### config.mk
export PLATFORM = sky130hd
export DESIGN_NAME = amc_mode_clock
export DESIGN_NICKNAME = d
export VERILOG_FILES = /design/src/amc_pkg.sv /design/src/amc_mode_clock.sv /design/src/amc_clk_div.sv
export SDC_FILE = /design/constraint.sdc
export NUM_CORES = 1
export LEC_CHECK = 0
export BUFFER_PORTS_ARGS = -buffer_cell sky130_fd_sc_hd__buf_2
export CORE_MARGIN = 8
export CORE_UTILIZATION = 26
export CTS_BUF_LIST = sky130_fd_sc_hd__clkbuf_2
export CTS_CLUSTER_DIAMETER = 120
export DETAILED_ROUTE_END_ITERATION = 8
export GPL_TIMING_DRIVEN = 0
export PLACE_DENSITY_LB_ADDON = 0.3
export SYNTH_ARGS = -nofsm -noshare
export SYNTH_HDL_FRONTEND = slang
export SYNTH_HIERARCHICAL = 1
export SYNTH_SLANG_ARGS = --single-unit
### constraint.sdc
create_clock -name sys_clk -period 3.8 [get_ports sys_clk]
set_clock_uncertainty 0.2 [all_clocks]
set_input_delay 0.19 -clock sys_clk [delete_from_list [all_inputs] [get_ports sys_clk]]
set_output_delay 0.19 -clock sys_clk [all_outputs]
set_load 0.01 [all_outputs]
### src/amc_pkg.sv
package amc_pkg;
    // ========================================
    // Register map
    localparam logic [7:0]  MODE_ADDR       = 8'h02;
    localparam logic [7:0]  CLOCK_ADDR      = 8'h03;
    localparam logic [15:0] MODE_RESET      = 16'h0510;
    localparam logic [15:0] CLOCK_RESET     = 16'h070E;
    localparam logic [15:0] MODE_WMASK      = 16'h3F1F;
    localparam logic [15:0] CLOCK_WMASK     = 16'h07FF;
    // ========================================
    // Mode register fields
    localparam int REG_CRC_BIT   = 13;
    localparam int RX_CRC_BIT    = 12;
    localparam int CRC_POLY_BIT  = 11;
    localparam int RST_ACK_BIT   = 10;
    localparam int WSIZE_LSB     = 8;
    localparam int ABORT_EN_BIT  = 4;
    localparam int RSRC_LSB      = 2;
    localparam int FLOAT_BIT     = 1;
    localparam int PULSE_FMT_BIT = 0;
    // ========================================
    // Clock register fields
    localparam int CHAN_EN_LSB   = 8;
    localparam int CLK_DIV_LSB   = 6;
    localparam int TURBO_BIT     = 5;
    localparam int OSR_LSB       = 2;
    localparam int PWR_LSB       = 0;
    // ========================================
    // Encodings and constants
    localparam logic [15:0] POLY_CCITT   = 16'h1021;
    localparam logic [15:0] POLY_ANSI    = 16'h8005;
    localparam logic [5:0]  WBITS_16     = 6'h10;
    localparam logic [5:0]  WBITS_24     = 6'h18;
    localparam logic [5:0]  WBITS_32     = 6'h20;
    localparam logic [15:0] OSR_TURBO    = 16'h0040;
    localparam logic [15:0] OSR_BASE     = 16'h0080;
    localparam logic [3:0]  DIV_2        = 4'h2;
    localparam logic [3:0]  DIV_4        = 4'h4;
    localparam logic [3:0]  DIV_8        = 4'h8;
    localparam logic [3:0]  DIV_12       = 4'hC;
    localparam logic [1:0]  PWR_LOW      = 2'h1;
    localparam logic [1:0]  PWR_HIGH     = 2'h2;
    localparam int          PULSE_NS     = 8;
    localparam int          CLK_NS       = 4;
    localparam logic [3:0]  PULSE_CYC    =
        4'((PULSE_NS + CLK_NS - 1) / CLK_NS);
    typedef enum logic [1:0] {
        AMC_SRC_LAG, AMC_SRC_OR, AMC_SRC_LEAD, AMC_SRC_LEAD2
    } amc_src_t;
endpackage : amc_pkg

### src/amc_mode_clock.sv
`timescale 1ns/100ps
module amc_mode_clock (
    input  wire logic        sys_clk,
    input  wire logic        resetn,
    input  wire logic        reset_cmd,
    input  wire logic        reg_wr,
    input  wire logic [7:0]  reg_addr,
    input  wire logic [15:0] reg_wdata,
    output logic      [15:0] reg_rdata,
    input  wire logic [2:0]  chan_ready,
    input  wire logic        data_taken,
    output logic             reg_crc_check_en,
    output logic             rx_crc_check_en,
    output logic [15:0]      crc_poly,
    output logic             reset_flag,
    output logic [5:0]       word_bits,
    output logic             word_sign_ext,
    output logic             abort_en,
    output logic [2:0]       chan_convert_en,
    output logic             mod_tick,
    output logic [15:0]      osr_value,
    output logic             low_power,
    output logic             conversion_ready_pin_o,
    output logic             conversion_ready_pin_oe
);
    // ========================================
    // Registers
    logic [15:0] mode_reg, mode_next;
    logic [15:0] clock_reg, clock_next;
    logic        rflag_reg, rflag_next;
    logic [2:0]  rdy_sync1_reg, rdy_sync2_reg, rdy_prev_reg;
    logic        pend_reg, pend_next;
    logic [3:0]  pcnt_reg, pcnt_next;
    logic        pin_low;
    logic        pin_o_next;
    logic        pin_oe_next;
    logic [3:0]  div_ratio;
    logic [2:0]  en_rdy;
    logic        src_lvl, src_rise;
    logic        lag_ok;

    function automatic logic [15:0] masked_write(input logic [15:0] old,
                                                 input logic [15:0] wd,
                                                 input logic [15:0] mk);
        masked_write = (old & ~mk) | (wd & mk);
    endfunction : masked_write

    always_comb begin
        mode_next  = mode_reg;
        clock_next = clock_reg;
        rflag_next = rflag_reg;
        if (reg_wr && reg_addr == amc_pkg::MODE_ADDR) begin
            mode_next = masked_write(mode_reg, reg_wdata,
                                     amc_pkg::MODE_WMASK);
            if (!reg_wdata[amc_pkg::RST_ACK_BIT])
                rflag_next = 1'b0;
        end else if (reg_wr && reg_addr == amc_pkg::CLOCK_ADDR) begin
            clock_next = masked_write(clock_reg, reg_wdata,
                                      amc_pkg::CLOCK_WMASK);
        end
        mode_next[amc_pkg::RST_ACK_BIT] = rflag_next;
        if (reset_cmd) begin
            mode_next  = amc_pkg::MODE_RESET;
            clock_next = amc_pkg::CLOCK_RESET;
            rflag_next = 1'b1;
        end
    end

    always_ff @(posedge sys_clk or negedge resetn) begin
        if (!resetn) begin
            mode_reg  <= amc_pkg::MODE_RESET;
            clock_reg <= amc_pkg::CLOCK_RESET;
            rflag_reg <= 1'b1;
        end else begin
            mode_reg  <= mode_next;
            clock_reg <= clock_next;
            rflag_reg <= rflag_next;
        end
    end

    always_comb begin
        if (reg_addr == amc_pkg::MODE_ADDR)
            reg_rdata = mode_reg;
        else if (reg_addr == amc_pkg::CLOCK_ADDR)
            reg_rdata = clock_reg;
        else
            reg_rdata = 16'h0000;
    end

    // ========================================
    // Configuration decode
    assign reg_crc_check_en = mode_reg[amc_pkg::REG_CRC_BIT];
    assign rx_crc_check_en  = mode_reg[amc_pkg::RX_CRC_BIT];
    assign crc_poly = mode_reg[amc_pkg::CRC_POLY_BIT] ?
        amc_pkg::POLY_ANSI : amc_pkg::POLY_CCITT;
    assign reset_flag = rflag_reg;
    assign abort_en   = mode_reg[amc_pkg::ABORT_EN_BIT];
    assign chan_convert_en = clock_reg[amc_pkg::CHAN_EN_LSB +: 3];
    assign low_power = clock_reg[amc_pkg::PWR_LSB +: 2]
        == amc_pkg::PWR_LOW;

    always_comb begin
        word_sign_ext = 1'b0;
        case (mode_reg[amc_pkg::WSIZE_LSB +: 2])
            2'h0:    word_bits = amc_pkg::WBITS_16;
            2'h1:    word_bits = amc_pkg::WBITS_24;
            2'h2:    word_bits = amc_pkg::WBITS_32;
            default: begin
                word_bits     = amc_pkg::WBITS_32;
                word_sign_ext = 1'b1;
            end
        endcase
    end

    always_comb begin
        case (clock_reg[amc_pkg::CLK_DIV_LSB +: 2])
            2'h0:    div_ratio = amc_pkg::DIV_2;
            2'h1:    div_ratio = amc_pkg::DIV_4;
            2'h2:    div_ratio = amc_pkg::DIV_8;
            default: div_ratio = amc_pkg::DIV_12;
        endcase
    end

    always_comb begin
        if (clock_reg[amc_pkg::TURBO_BIT])
            osr_value = amc_pkg::OSR_TURBO;
        else
            osr_value = amc_pkg::OSR_BASE
                << clock_reg[amc_pkg::OSR_LSB +: 3];
    end

    amc_clk_div u_div (
        .sys_clk   (sys_clk),
        .resetn    (resetn),
        .div_ratio (div_ratio),
        .mod_tick  (mod_tick)
    );

    // ========================================
    // Ready pin
    assign en_rdy = rdy_sync2_reg & chan_convert_en;
    // Lagging source: at least one channel enabled and every enabled channel has data
    assign lag_ok = ((rdy_sync2_reg | ~chan_convert_en) == 3'h7)
        && (chan_convert_en != 3'h0);

    always_comb begin
        case (amc_pkg::amc_src_t'(mode_reg[amc_pkg::RSRC_LSB +: 2]))
            amc_pkg::AMC_SRC_LAG: src_lvl = lag_ok;
            amc_pkg::AMC_SRC_OR:  src_lvl = |en_rdy;
            default:              src_lvl = |en_rdy;
        endcase
        case (amc_pkg::amc_src_t'(mode_reg[amc_pkg::RSRC_LSB +: 2]))
            amc_pkg::AMC_SRC_LAG: src_rise = lag_ok
                && (((rdy_prev_reg | ~chan_convert_en) != 3'h7));
            amc_pkg::AMC_SRC_OR:  src_rise = |(en_rdy & ~rdy_prev_reg);
            default:              src_rise = |en_rdy
                && !(|(rdy_prev_reg & chan_convert_en));
        endcase
    end

    // Pending state, pulse countdown and pin value
    always_comb begin
        pend_next = pend_reg;
        pcnt_next = (pcnt_reg != 4'h0) ? pcnt_reg - 4'h1 : 4'h0;
        if (data_taken)
            pend_next = 1'b0;
        if (src_rise) begin
            pend_next = 1'b1;
            pcnt_next = amc_pkg::PULSE_CYC;
        end else if (!src_lvl) begin
            pend_next = 1'b0;
        end
        if (mode_reg[amc_pkg::PULSE_FMT_BIT])
            pin_low = (pcnt_next != 4'h0);
        else
            pin_low = pend_next;
        if (pin_low) begin
            pin_o_next  = 1'b0;
            pin_oe_next = 1'b1;
        end else begin
            // Idle level or released pin
            pin_o_next  = 1'b1;
            pin_oe_next = !mode_reg[amc_pkg::FLOAT_BIT];
        end
    end

    // Two-flop synchroniser on the ready inputs
    always_ff @(posedge sys_clk or negedge resetn) begin
        if (!resetn) begin
            rdy_sync1_reg <= 3'h0;
            rdy_sync2_reg <= 3'h0;
            rdy_prev_reg  <= 3'h0;
            pend_reg      <= 1'b0;
            pcnt_reg      <= 4'h0;
            conversion_ready_pin_o  <= 1'b1;
            conversion_ready_pin_oe <= 1'b1;
        end else begin
            rdy_sync1_reg <= chan_ready;
            rdy_sync2_reg <= rdy_sync1_reg;
            rdy_prev_reg  <= rdy_sync2_reg;
            pend_reg      <= pend_next;
            pcnt_reg      <= pcnt_next;
            conversion_ready_pin_o  <= pin_o_next;
            conversion_ready_pin_oe <= pin_oe_next;
        end
    end
endmodule : amc_mode_clock

### src/amc_clk_div.sv
`timescale 1ns/100ps
// ========================================
// Modulator clock enable divider
module amc_clk_div (
    input  wire logic       sys_clk,
    input  wire logic       resetn,
    input  wire logic [3:0] div_ratio,
    output logic            mod_tick
);
    logic [3:0] cnt_reg;
    logic [3:0] cnt_next;
    logic       tick_reg;
    logic       tick_next;

    always_comb begin
        if (cnt_reg >= div_ratio - 4'h1) begin
            cnt_next  = 4'h0;
            tick_next = 1'b1;
        end else begin
            cnt_next  = cnt_reg + 4'h1;
            tick_next = 1'b0;
        end
    end

    always_ff @(posedge sys_clk or negedge resetn) begin
        if (!resetn) begin
            cnt_reg  <= 4'h0;
            tick_reg <= 1'b0;
        end else begin
            cnt_reg  <= cnt_next;
            tick_reg <= tick_next;
        end
    end

    assign mod_tick = tick_reg;
endmodule : amc_clk_div

Yosys cells after proc, flatten, opt, wreduce, memory -nomap -nowiden
Index checks and enable logic that the tools add are counted.
- bits in registers: 54
- logic and storage cells: 85
- output and inout port bits: 66
- input bits: 32
- add/subtract/negate cells: 3
- bitwise operators: 9
- shift-type cells: 1
- magnitude comparators: 1
- reductions and logical operators: 20
- mux-type cells: 27
- equal/unequal tests: 11
- operators with widths (operator ; number):
    $mux W16 ; 9
    $eq A8 B2 Y1 const B ; 2
    $or A16 B11 Y16 ; 1
    $or A16 B14 Y16 ; 1
    $shl A8 B3 Y16 const A ; 1
    $mux W1 ; 12
    $mux W4 ; 3
    $pmux W4 S3 ; 1
    $pmux W6 S2 ; 1
    $reduce_or A3 Y1 ; 4
    $and A3 B3 Y3 ; 3
    $eq A2 B1 Y1 const B ; 4
    $reduce_bool A4 Y1 ; 2
    $sub A4 B1 Y4 const B ; 2
    $logic_not A2 Y1 ; 3
    $not A3 Y3 ; 2
    $or A3 B3 Y3 ; 2
    $logic_and A1 B1 Y1 ; 5
    $add A4 B1 Y4 const B ; 1
    $eq A2 B2 Y1 const B ; 2
    $ge A4 B4 Y1 ; 1
    $reduce_bool A2 Y1 ; 2
    $eq A3 B3 Y1 const B ; 1
    $ne A3 B3 Y1 const B ; 1
    other kinds (5) ; 6

Depth between registers and ports, before layout
- depth in word-level cells: 10
- mapped depth: 8
- mapped depth without buffers: 8

Modules after synthesis
The synthesis kept the hierarchy.
- modules (own cells, without submodules) (module ; instances ; area an instance (sq um) ; seq. area each (sq um) ; cells an instance):
    amc_mode_clock ; 1 ; 2134.5 ; 964.7 ; 219
    amc_clk_div ; 1 ; 340.3 ; 125.1 ; 31

Worst setup path after synthesis
OpenSTA, ideal clock, no wires.
- path kind: register to register
- start point: register clock_reg[10]
- end point: register pcnt_reg[0]
- setup time: 0.080 ns
- arrival time: 1.662 ns
- setup slack: 1.858 ns
- period minus slack after synthesis: 1.942 ns
- buffers on the path: 1
- cell stages (with the launch flop): 6
- data required time: 3.520 ns
- cells stage by stage: dfstp_2 -> clkbuf_2 -> or2b_2 -> o2111a_1 -> a221oi_4 -> nor3b_2
- word-level cells in the longest chain between the ends: 7
- elaborated cells between the ends (all ways): 18
- classes of those cells: 2 x eq/ne; 2 x mux; 6 x bitwise; 8 x reduce/logical
- ends and longest elaborated chain (what ; RTL line ; text):
    start, declared ; amc_mode_clock.sv:29 ; logic [15:0] clock_reg, clock_next;
    start signal, assigned ; amc_mode_clock.sv:72 ; clock_reg <= amc_pkg::CLOCK_RESET;
    start signal, assigned ; amc_mode_clock.sv:76 ; clock_reg <= clock_next;
    $not A3 Y3 ; amc_mode_clock.sv:143, amc_mode_clock.sv:154 ;
    $or A3 B3 Y3 ; amc_mode_clock.sv:143 ; assign lag_ok = ((rdy_sync2_reg | ~chan_convert_en) == 3'h7)
    $eq A3 B3 Y1 ; amc_mode_clock.sv:143 ;
    $logic_and A1 B1 Y1 ; amc_mode_clock.sv:144 ; && (chan_convert_en != 3'h0);
    $logic_and A1 B1 Y1 ; amc_mode_clock.sv:154 ; && (((rdy_prev_reg | ~chan_convert_en) != 3'h7));
    $pmux W1 S2 * ; amc_mode_clock.sv:152 ; case (amc_pkg::amc_src_t'(mode_reg[amc_pkg::RSRC_LSB +: 2]))
    $mux W4 * ; amc_mode_clock.sv:167 ; if (src_rise) begin
    net pcnt_next[0] ; amc_mode_clock.sv:33 ; logic [3:0] pcnt_reg, pcnt_next;
    end signal, assigned ; amc_mode_clock.sv:202 ; pcnt_reg <= pcnt_next;
    end, declared ; amc_mode_clock.sv:33 ;
Mark *: on every way through the listed nets, which the timed path passes. The rest lies on a longest branch.
A chain may end at the register's enable or synchronous reset.

Worst setup path in the final report
- start point: register clock_reg[10]
- end point: register pcnt_reg[2]
Same word-level chain as after synthesis.

==> flow_summary.yaml <==
status:
  status: "finished clean"
clock_tree:
  clk_path_buf_depth: 2
  cts_buffers: 5
  cts_tree: "built"
  clock-sinks: 43
  clkSlewWorstSetupHoldPaths_ns: 0.21
  clk_latency_ns: 0.39
  clockRootBuffer: "clkbuf_2"
  cts-htree-levels: 2
  post_cts_buffers: 0
  cts_resized: 0
  holdBufCountCts: 20
layout:
  final_cell_count_no_fill: 501
  drive_gt1_share_pct: 36.6
  final_nets: 409
  areaGrowthSynthToFinish_pct: 35.0
  diodes: 0
  final_area_sq_um: 3340
  largest_reg_flops: 11
detailed_routing:
  remaining_drc_errors: 0
  drt_iter0_markers: 73
  viasPerCell: 4.18
  drt_pre_antenna_iters: 4
  vias: 2095
  final_antenna_net_count: 0
  detail_route.wl_per_cell_um: 13.2
  drt-total-wl_mm: 6.59
critical_path:
  crit_slowest_cell: "dfstp_2"
  crit_type: "register to register"
  worstPathCellList: "clkbuf_2 > or2b_2 > o2111a_1 > a221oi_4 > a21boi_1"
  cp.required_ns: 3.94
  path_max_fanout: 8
  cp_num_buf_inv: 1
  cp-end-kind: "register"
  start_kind: "register"
  critPathTopFamily: "compound AO/OA/AOI/OAI gates"
  critPathMaxStageDelay_ns: 0.58
  worstPathArrival_ns: 2.32
  worst-r2r-setup-slack_ns: 1.62
logic_synthesis:
  ys.warnings.count: 6
  synth.largest_area_cell: "dfrtp_1"
  synth.ff_latch_count: 43
  synth_common_cells: "nor2_1, dfrtp_1, buf_4, mux2i_1, inv_1"
  synth_edf_count: 0
  synthTopCellsByArea: "dfrtp_1, dfstp_2, buf_4, mux2i_1, nor2_1"
  synth_top_cell_area_share_pct: 32.4
  syn-cell-area_sq_um: 2470
  ys_seq_area_share_pct: 44.0
  synthFlopType: "dfrtp_1"
  netlist_instances: 250
  async_flop_share_pct: 100
  synth_most_common_cell: "nor2_1"
  synth.avg_cell_area_sq_um: 9.90
  synth_cell_types: 49
pwr:
  switching_power_mw: 0.287
  comb_power_share_pct: 22.9
  power_leakage_nw: 1.82
  seqPwrFrac_pct: 51.3
  powerDensity_nw_per_um2: 297
  p_int_mw: 0.706
  swShare_pct: 28.9
  power_frac_clock_pct: 25.7
  ir_drop_uv: 148
  power_mw: 0.993
place:
  place_area_sq_um: 3080
  port_buffers: 70
  dp_hpwl_mm: 5.04
  place.gp.congestion: 0.740
  dp_slack_ns: 1.65
  place_inst: 473
floorplanning:
  die_area_sq_um: 12900
  fp.dieW_um: 114
  start_util_pct: 26.8
  die_h_um: 114
  io_pins: 98
  fp-row-count: 35
  coreArea_sq_um: 9240
sta:
  min_period_ns: 2.18
  rsz0062_at_grt: "no"
  timing.final.ws_setup_ns: 1.62
  setup_viol: 0
  final_hold_viol_count: 0
  slew_headroom_pct: 34.1
  fmax_mhz: 458
  fin_setup_tns_ns: 0
  fin_crit_sh_pct: 57.4
  slew_viol_final: 0
  tightest_slew_ns: 0.988
global_route:
  grt_pass1_vias: 2123
  grt_max_degree: 44
  gr-total-overflow: 0
  grt_pass1_wl_mm: 10.6
  antenna_found_initial: 0
  grt_usage_pct: 10.2
min_path:
  min_path_type: "input pin to register"
flow_run:
  cap_violations: 0
-- kinds of logic (layout without fill, tap and decap cells) --
family / Yosys count / count (layout) / synth area share [%]
AO/OA/AOI/OAI: 23 / 23 / 8.49
XOR/XNOR: 4 / 4 / 1.42
adder cells (fa/ha/maj): 6 / 6 / 3.03
buffers and inverters: 56 / 154 / 13.3
flip-flops: 43 / 43 / 44.0
multiplexers: 21 / 21 / 8.49
other: 2 / 26 / 0.303
AND/OR/NAND/NOR: 95 / 95 / 20.9
-- worst paths after layout --
path,start,cells after the start,to
setup / recovery,clock_reg[10]$_DFFE_PN1P_,5,pcnt_reg[2]$_DFF_PN0_
hold / removal,reg_wr,4,reset_flag$_DFF_PN1_
setup reg to reg,clock_reg[10]$_DFFE_PN1P_,5,pcnt_reg[2]$_DFF_PN0_
hold reg to reg,rdy_sync1_reg[0]$_DFF_PN0_,0,rdy_sync2_reg[0]$_DFF_PN0_
max in group asynchronous,resetn,2,clock_reg[6]$_DFFE_PN0P_
min in group asynchronous,resetn,2,rdy_sync1_reg[0]$_DFF_PN0_
-- power groups by stage --
stage,sequential (mW),clock [mW],combinational [mW]
after global placement,0.518,0,0.208
after global routing,0.513,0.284,0.254
after floorplan,0.515,0,0.154
final,0.510,0.256,0.228
after detailed placement,0.517,0,0.214
after CTS,0.510,0.267,0.231
-- layout make-up --
| type | instances | area, sq um |
|---|---|---|
| Clock inverter | 3 | 38.8 |
| Inverter | 15 | 56.3 |
| Tap cell | 129 | 161 |
| Clock buffer | 5 | 25.0 |
| Fill cell | 949 | 5900 |
| Timing Repair Buffer | 90 | 551 |
| Buffer | 41 | 274 |
| Multi-Input combinational cell | 175 | 1140 |
| Sequential cell | 43 | 1090 |
-- tightest hold or removal path, stage by stage --
cell	delay (ns)
buf_2	0.11
nand4b_1	0.15
o21ai_0	0.09
nand2b_1	0.08
-- per-layer routing --
layer | vias up | global-route usage, % | part of all wire (%)
li1 | 1030 | - | -
met3 | 6 | 3.54 | 8.5
met5 | - | 0 | 0
met1 | 982 | 11.7 | 43
met2 | 77 | 17.6 | 48
met4 | 0 | 2.93 | 1.0
-- through the flow --
stage                     hold slack [ns]  utilization (%)
final                              0.0517             36.2
after global routing               0.0303             36.2
after CTS                          0.0240             36.2
after detailed placement            0.104             33.3
after global placement              0.103             33.3
after floorplan                    -0.306                -
-- layout by cell type (no fill, tap or decap), types with 4 or more instances in the layout --
cell type,count
dfrtp_1,32
buf_2,72
dlygate4sd3_1,20
dfstp_2,11
inv_1,15
mux2i_1,21
ha_1,6
nor2_1,37
nor3_1,14
buf_4,31
conb_1,26
clkbuf_1,6
nand2b_1,6
and3_1,4
clkbuf_2,6
nand2_1,6
a211o_1,7
and2_1,4
No activity file was read; power rests on OpenSTA's default activity.
